## config.mk

```make
export PLATFORM = sky130hd
export DESIGN_NAME = bbar_remap
export DESIGN_NICKNAME = d
export VERILOG_FILES = /design/src/bbar_pkg.sv /design/src/bbar_remap.sv
export VERILOG_INCLUDE_DIRS = /design/src
export SDC_FILE = /design/constraint.sdc
export NUM_CORES = 1
export LEC_CHECK = 0
export BUFFER_PORTS_ARGS = -buffer_cell sky130_fd_sc_hd__buf_4
export CAP_MARGIN = 20
export CELL_PAD_IN_SITES_DETAIL_PLACEMENT = 1
export CELL_PAD_IN_SITES_GLOBAL_PLACEMENT = 1
export CORE_UTILIZATION = 35
export DETAILED_ROUTE_END_ITERATION = 8
export GPL_TIMING_DRIVEN = 0
export PLACE_DENSITY = 0.82
export SYNTH_ARGS = -nofsm -noshare
export SYNTH_HDL_FRONTEND = slang
export SYNTH_SLANG_ARGS = --single-unit
```

## constraint.sdc

```tcl
create_clock -name mclk_in -period 1.82 [get_ports mclk_in]
set_clock_uncertainty 0.1 [all_clocks]
set_input_delay 0.091 -clock mclk_in [delete_from_list [all_inputs] [get_ports mclk_in]]
set_output_delay 0.091 -clock mclk_in [all_outputs]
set_load 0.02 [all_outputs]
```

## src/bbar_cfg.svh

```systemverilog
`ifndef BBAR_CFG_SVH
`define BBAR_CFG_SVH

// Bit-band regions: lowest 64 KB of SRAM and lowest 1 MB of the peripheral region
`define BBAR_SRAM_BAND_BASE 32'h20000000
`define BBAR_SRAM_BAND_LAST 32'h2000FFFF
`define BBAR_SRAM_ALIAS_BASE 32'h22000000
`define BBAR_SRAM_ALIAS_LAST 32'h221FFFFF
`define BBAR_PERI_BAND_BASE 32'h40000000
`define BBAR_PERI_BAND_LAST 32'h400FFFFF
`define BBAR_PERI_ALIAS_BASE 32'h42000000
`define BBAR_PERI_ALIAS_LAST 32'h43FFFFFF
// Alias address fields
`define BBAR_BIT_LSB 2
`define BBAR_BIT_MSB 4
`define BBAR_BYTE_LSB 5
`define BBAR_BYTE_MSB 24

`endif

```

## src/bbar_pkg.sv

```systemverilog
package bbar_pkg;
    typedef enum logic [1:0] {
        BBAR_SIZE_BYTE = 2'h0,
        BBAR_SIZE_HALF = 2'h1,
        BBAR_SIZE_WORD = 2'h2
    } bbar_size_e;

    typedef struct packed {
        logic [31:0] addr;
        logic write;
        logic fetch;
        bbar_size_e size;
        logic [31:0] wdata;
    } bbar_req_s;

    typedef struct packed {
        logic [31:0] addr;
        logic write;
        bbar_size_e size;
        logic [31:0] wdata;
        logic [3:0] strb;
    } bbar_mreq_s;
endpackage

```

## src/bbar_remap.sv

```systemverilog
`timescale 1ns/1ns
`include "bbar_cfg.svh"
module bbar_remap (
    input wire logic mclk_in,
    input wire logic rst_n_in,
    // Processor side
    input wire logic req_valid_in,
    input wire bbar_pkg::bbar_req_s req_in,
    output logic req_ready_out,
    output logic rsp_valid_out,
    output logic [31:0] rsp_rdata_out,
    output logic rsp_error_out,
    // Memory side
    output logic mem_valid_out,
    output bbar_pkg::bbar_mreq_s mem_req_out,
    input wire logic mem_ready_in,
    input wire logic mem_rsp_valid_in,
    input wire logic [31:0] mem_rdata_in
);
    import bbar_pkg::*;

    typedef enum logic [5:0] {
        BBAR_IDLE = 6'h01,
        BBAR_ISSUE = 6'h02,
        BBAR_WAIT = 6'h04,
        BBAR_WRITE = 6'h08,
        BBAR_WWAIT = 6'h10,
        BBAR_DONE = 6'h20
    } bbar_state_e;

    bbar_state_e state_q, state_d;
    bbar_req_s req_q;
    logic alias_q;
    logic [31:0] rdata_q;
    logic err_q;

    typedef enum logic [4:0] {
        BBAR_RGN_OTHER = 5'h01,
        BBAR_RGN_SRAM_BAND = 5'h02,
        BBAR_RGN_SRAM_ALIAS = 5'h04,
        BBAR_RGN_PERI_BAND = 5'h08,
        BBAR_RGN_PERI_ALIAS = 5'h10
    } bbar_region_e;
    bbar_region_e region;
    wire [31:0] in_addr = req_in.addr;

    // Band hits pass like any other address; named to keep the map visible
    always_comb begin
        if (in_addr >= `BBAR_SRAM_ALIAS_BASE
            && in_addr <= `BBAR_SRAM_ALIAS_LAST) begin
            region = BBAR_RGN_SRAM_ALIAS;
        end else if (in_addr >= `BBAR_PERI_ALIAS_BASE
            && in_addr <= `BBAR_PERI_ALIAS_LAST) begin
            region = BBAR_RGN_PERI_ALIAS;
        end else if (in_addr >= `BBAR_SRAM_BAND_BASE
            && in_addr <= `BBAR_SRAM_BAND_LAST) begin
            region = BBAR_RGN_SRAM_BAND;
        end else if (in_addr >= `BBAR_PERI_BAND_BASE
            && in_addr <= `BBAR_PERI_BAND_LAST) begin
            region = BBAR_RGN_PERI_BAND;
        end else begin
            region = BBAR_RGN_OTHER;
        end
    end
    wire in_sram_alias = region == BBAR_RGN_SRAM_ALIAS;
    wire in_peri_alias = region == BBAR_RGN_PERI_ALIAS;
    // Fetches through SRAM alias go straight through untouched
    wire do_remap = (in_sram_alias || in_peri_alias) && !req_in.fetch;
    wire fetch_fault = in_peri_alias && req_in.fetch;
    wire accept = req_valid_in && state_q == BBAR_IDLE;

    // Target byte in the band (64 KB SRAM, 1 MB peripheral) under the matching alias window
    wire [19:0] byte_off = req_q.addr[`BBAR_BYTE_MSB:`BBAR_BYTE_LSB];
    wire [2:0] bit_num = req_q.addr[`BBAR_BIT_MSB:`BBAR_BIT_LSB];
    // Bit 30 splits the SRAM and peripheral alias windows
    wire [31:0] band_base = req_q.addr[30] ? `BBAR_PERI_BAND_BASE : `BBAR_SRAM_BAND_BASE;
    wire [31:0] band_byte = band_base | {12'h000, byte_off};
    // Aligned address for the chosen size; lanes follow the aligned address
    logic [31:0] band_addr;
    always_comb begin
        if (req_q.size == BBAR_SIZE_WORD) begin
            band_addr = {band_byte[31:2], 2'h0};
        end else if (req_q.size == BBAR_SIZE_HALF) begin
            band_addr = {band_byte[31:1], 1'h0};
        end else begin
            band_addr = band_byte;
        end
    end
    wire [4:0] bit_pos = {band_byte[1:0], bit_num};
    wire [31:0] bit_mask = 32'h00000001 << bit_pos;
    // Only bit 0 of the written value matters; the rest keep read data
    wire [31:0] rmw_data;
    for (genvar g = 0; g < 32; g++) begin : g_rmw
        assign rmw_data[g] = bit_mask[g] ? req_q.wdata[0] : rdata_q[g];
    end

    logic [3:0] size_strb;
    always_comb begin
        if (req_q.size == BBAR_SIZE_WORD) begin
            size_strb = 4'hF;
        end else if (req_q.size == BBAR_SIZE_HALF) begin
            size_strb = 4'h3;
        end else begin
            size_strb = 4'h1;
        end
    end
    wire [3:0] lane_strb = size_strb << band_addr[1:0];
    wire [3:0] pass_strb = size_strb << req_q.addr[1:0];

    assign req_ready_out = state_q == BBAR_IDLE;
    assign mem_valid_out = state_q == BBAR_ISSUE || state_q == BBAR_WRITE;
    assign rsp_valid_out = state_q == BBAR_DONE;
    assign rsp_error_out = err_q;

    // Direct band and all other addresses pass unchanged
    always_comb begin
        mem_req_out.addr = req_q.addr;
        mem_req_out.write = req_q.write;
        mem_req_out.size = req_q.size;
        mem_req_out.wdata = req_q.wdata;
        mem_req_out.strb = pass_strb;
        if (alias_q) begin
            mem_req_out.addr = band_addr;
            mem_req_out.write = state_q == BBAR_WRITE;
            mem_req_out.wdata = rmw_data;
            mem_req_out.strb = lane_strb;
        end
    end

    always_comb begin
        state_d = state_q;
        case (state_q)
            BBAR_IDLE: begin
                if (accept) begin
                    state_d = fetch_fault ? BBAR_DONE : BBAR_ISSUE;
                end
            end
            BBAR_ISSUE: begin
                if (mem_ready_in) begin
                    state_d = BBAR_WAIT;
                end
            end
            BBAR_WAIT: begin
                if (mem_rsp_valid_in) begin
                    state_d = (alias_q && req_q.write) ? BBAR_WRITE : BBAR_DONE;
                end
            end
            BBAR_WRITE: begin
                if (mem_ready_in) begin
                    state_d = BBAR_WWAIT;
                end
            end
            BBAR_WWAIT: begin
                if (mem_rsp_valid_in) begin
                    state_d = BBAR_DONE;
                end
            end
            BBAR_DONE: begin
                state_d = BBAR_IDLE;
            end
            default: begin
                state_d = BBAR_IDLE;
            end
        endcase
    end

    always_ff @(posedge mclk_in or negedge rst_n_in) begin
        if (!rst_n_in) begin
            state_q <= BBAR_IDLE;
            req_q <= '0;
            alias_q <= 1'b0;
            err_q <= 1'b0;
        end else begin
            state_q <= state_d;
            if (accept) begin
                req_q <= req_in;
                alias_q <= do_remap;
                err_q <= fetch_fault;
            end
        end
    end

    // Read data of the first phase is kept for the modify step
    always_ff @(posedge mclk_in or negedge rst_n_in) begin
        if (!rst_n_in) begin
            rdata_q <= 32'h00000000;
        end else if (accept) begin
            rdata_q <= 32'h00000000;
        end else if (state_q == BBAR_WAIT && mem_rsp_valid_in) begin
            rdata_q <= mem_rdata_in;
        end else if (state_q == BBAR_DONE && alias_q) begin
            rdata_q <= rdata_q;
        end
    end

    // Alias answer is reduced to the single targeted bit
    logic [31:0] rsp_q;
    wire [31:0] rsp_d = alias_q ? {31'h00000000, mem_rdata_in[bit_pos]} : mem_rdata_in;
    // Refused fetches answer zero without touching memory
    always_ff @(posedge mclk_in or negedge rst_n_in) begin
        if (!rst_n_in) begin
            rsp_q <= 32'h00000000;
        end else if (accept) begin
            rsp_q <= 32'h00000000;
        end else if (state_q == BBAR_WAIT && mem_rsp_valid_in) begin
            rsp_q <= rsp_d;
        end
    end
    assign rsp_rdata_out = rsp_q;
endmodule

```

[Word level (Yosys, flattened, before mapping)]
Index checks and enable logic that the tools add are counted.
Word-level totals
  word-level logic and storage cells: 109
  input bits: 105
  output and inout bits: 107
  register bits: 139
Cells by class
  equal/unequal tests: 15
  order comparisons: 9
  muxes and demuxes: 58
  reduce and logical (&&, ||, !) cells: 14
  shift-type cells: 3
  bitwise operators: 1
Operators with widths (count)
  $mux 32: 5
  $ge 32x30->1 const B: 2
  $ge 32x31->1 const B: 2
  $le 32x30->1 const B: 2
  $le 32x31->1 const B: 2
  $mux 6: 7
  $mux 36: 1
  $mux 1: 34
  $mux 33: 1
  $shl 1x5->32 const A: 1
  $mux 31: 1
  $or 31x20->31: 1
  $pmux 6 s5: 1
  $mux 4: 3
  $mux 5: 2
  $logic_and 1x1->1: 9
  $ne 2x2->1 const B: 4
  $shl 4x2->4: 2
  $eq 6x1->1 const B: 1
  $eq 6x2->1 const B: 1
  $eq 6x3->1 const B: 1
  $eq 6x4->1 const B: 1
  $eq 6x5->1 const B: 1
  $eq 6x6->1 const B: 1
  other kinds (12): 14

[Logic depth before layout (Yosys ltp)]
  word-level depth: 11
  mapped depth: 8
  depth with buffers taken out: 7

[Least setup slack after synthesis]
OpenSTA, ideal clock, no wires.
  path kind: register to output
  start point: register req_q, in the netlist mem_req_out[36]
  end point: output port mem_req_out[2] in the netlist's numbering
  data required time: 1.629 ns
  slack: -0.400 ns
  data arrival time: 2.029 ns
  stages on the path, launching flop included: 6
  path buffers: 0
  cells stage by stage: dfrtp_1 > inv_1 > ha_1 > o21ai_0 > nor2_1 > a2bb2oi_1
RTL lines
  from (decl): line bbar_remap.sv:32  | bbar_req_s req_q;
  from (signal assigned): line bbar_remap.sv:176  | req_q <= req_in;
  to (decl): line bbar_remap.sv:15  | output bbar_pkg::bbar_mreq_s mem_req_out,

==> flow_summary.json <==
{
  "outcome": "complete, but fails checks",
  "violations": "negative setup slack",
  "start_kind": "flip-flop",
  "cap_violations": 0,
  "synth.most_common_cell": "nand2_1",
  "p_leak_uw": 0.006447,
  "die_width_um": 142.3,
  "critPathMostFrequentCell": "buf_4",
  "peakVddDrop_v": 0.001058,
  "yosysWarnings": 0,
  "worstHoldPathType": "input pin to flip-flop",
  "finalHoldViolations": 0,
  "setup_violations": 199,
  "initial_core_util": 0.3620,
  "grt_max_degree": 85,
  "rsz0062_at_grt": "true",
  "swShare": 0.4603,
  "yosysTopAreaCell": "dfrtp_1",
  "place.gp.congestion": 0.8918,
  "insertion_delay_ps": 460,
  "drc_errors": 0,
  "synth-edff-count": 0,
  "syn2layout_area_growth_pct": 93.13,
  "ys_ff_latch": 139,
  "vias_per_cell": 6.220,
  "hpwl_um": 19080,
  "synthFlopType": "dfrtp_1",
  "seq_power_share": 0.224,
  "drt.antenna.violating_nets": 0,
  "synth.distinct_cells": 45,
  "clock.fmax_mhz": 411.8,
  "worstSetupPathType": "flip-flop to output port",
  "totalWireLength_um": 47710,
  "grt_pass1_wl_um": 54480,
  "cp.required_ps": 1630,
  "grt_pass1_vias": 8950,
  "power.total_uw": 22930,
  "first_iter_violations": 880,
  "cts_tree": "done",
  "synth_top_area_share": 0.5015,
  "fin_nets": 1271,
  "worst-path-buf-inv": 3,
  "slew_headroom": 0.4874,
  "dr_total_vias": 8957,
  "critPathSlowestCell": "dfrtp_2",
  "worstPathMaxFanout": 6,
  "n_fill_cell": 1975,
  "synth_area_per_cell_um2": 9.355,
  "clock_power_share": 0.175,
  "ys_seq_area_frac": 0.5054,
  "cts_max_path_buffers": 2,
  "max_stage_delay_ps": 500,
  "path_clk_slew_ps": 80,
  "io_buffers": 211,
  "core_area_um2": 19020,
  "synth_async_sr_flop_share": 1.000,
  "arrival_ps": 2240,
  "syn_inst": 736,
  "post-route-period-util": 1.334,
  "p_per_area_nw_per_um2": 1724,
  "cpLargestDelayFamily": "buffers and inverters",
  "cts_buffers": 17,
  "p_int_uw": 12370,
  "dieArea_um2": 20240,
  "setup_slack_ps": -608.2,
  "die_y_um": 142.3,
  "pwr-share-comb": 0.601,
  "syn-cell-area_um2": 6885,
  "grt_usage": 0.3653,
  "overflow": 0,
  "register_area_um2": 3488,
  "synth.area.top_cells": "dfrtp_1 (50%), nand2_1 (12%), a22o_1 (8.0%)",
  "synth.net_count": 843,
  "end_kind": "output port",
  "antenna_found_initial": 4,
  "slew_violations": 0,
  "min_period_ps": 2428,
  "htree_levels": 4,
  "path_cells": "buf_4 -> nor3_4 -> buf_4 -> nand2_1 -> mux2i_1 -> a21oi_1 -> buf_4",
  "placed_cells": 1208,
  "pre_cts_slack_ps": -708.3,
  "drive_above_1_share": 0.5251,
  "pin_count": 212,
  "final.setup.tns_ps": -40750,
  "wl_per_cell_um": 33.13,
  "fp-row-count": 50,
  "instances_no_fill": 1440,
  "switching_power_uw": 10550,
  "multi_input_area_um2": 4144,
  "drtPass1Iterations": 5,
  "numClockSinks": 139,
  "worst_pin_slew_ps": 749.5,
  "yosys-top-cells-count": "nand2_1 (218), dfrtp_1 (138), a22o_1 (63)",
  "root_buffer": "clkbuf_16"
}
## kinds of logic after synthesis
family,synth area share
flops,0.5054
compound gates,0.1421
mux,0.1014
buf+inv,0.04179
fa+ha+maj,0.003634
simple gates,0.2057
## repair_timing
item / 4_1_cts / 5_1_grt
cloned: 5 / 15
pin swaps: 50 / 88
gates resized for setup: 252 / 288
setup endpoints to repair: 208 / 205
hold buffers: 102 / 0
hold endpoints to repair: 189 / 0
setup buffers: 52 / 30
## through the flow
step	cell area, um2	hold WS [ps]	util
after detailed placement	8826	-3.752	0.4641
after global placement	8795	180.9	0.4624
after CTS	11830	9.803	0.6220
after floorplan	6885	-304.6	-
after global routing	13300	60.30	0.6992
final	13300	52.98	0.6992
## flip-flops by register name (all words and copies together) (netlist names)
signal / count
rdata_q: 32
req_q: 42
byte_off: 20
bit_num: 3
state_q: 6
rsp_rdata_out: 32
mem_req_out: 2
alias_q: 1
rsp_error_out: 1
## metal layers
layer	track usage	routed length (um)
met1	0.3988	16010
met2	0.6514	22610
met3	0.07773	4050
met4	0.2162	5034
met5	0	0
## power by group through the flow
stage          clock network (uW)  registers, uW  logic [uW]
2_1_floorplan                   0           4580        4340
3_3_place_gp                    0           4700        7060
3_5_place_dp                    0           4770        7240
4_1_cts                      3840           4760        9660
5_1_grt                      4100           5120       14000
6_report                     4020           5130       13800
## layout by cell type (no fill, tap or decap), drive strengths merged, types with 5 or more instances in the layout
cell	netlist	final
buf	29	337
nand2	218	218
dfrtp	138	138
dlygate4sd3	0	102
a22o	63	63
nor2	55	55
clkbuf	26	42
a21oi	39	39
mux2	31	31
mux2i	30	30
nor2b	22	22
inv	9	19
nand2b	11	11
o21ai	11	11
nor3	10	10
nand3	5	5
## worst min-delay path, cell delays in order
cell	delay, ps
buf_4	90
o221ai_4	150
mux2_4	240
## final timing paths
check	start	to	slack [ps]	cells past startpoint
max in group asynchronous	rst_n_in	bit_num[0]	670	3
worst min-delay path	mem_ready_in	state_q[3]	50	3
worst max-delay path	byte_off[1]	mem_req_out[5]	-610	7
worst max register to register	bit_num[1]	rsp_rdata_out[0]	-380	7
worst min register to register	rsp_rdata_out[30]	rsp_rdata_out[30]	410	1
min in group asynchronous	rst_n_in	byte_off[12]	80	2
## final cells by class
class	count	share of cell area
buffer	49	0.04949
inverter	9	0.002540
tap	260	0.02446
multi-input combinational	533	0.3116
sequential	139	0.2623
antenna	3	0.0005645
clock buffer	17	0.03199
clock inverter	15	0.01524
timing repair buffer	415	0.3017
No activity file was read; power rests on OpenSTA's default activity.
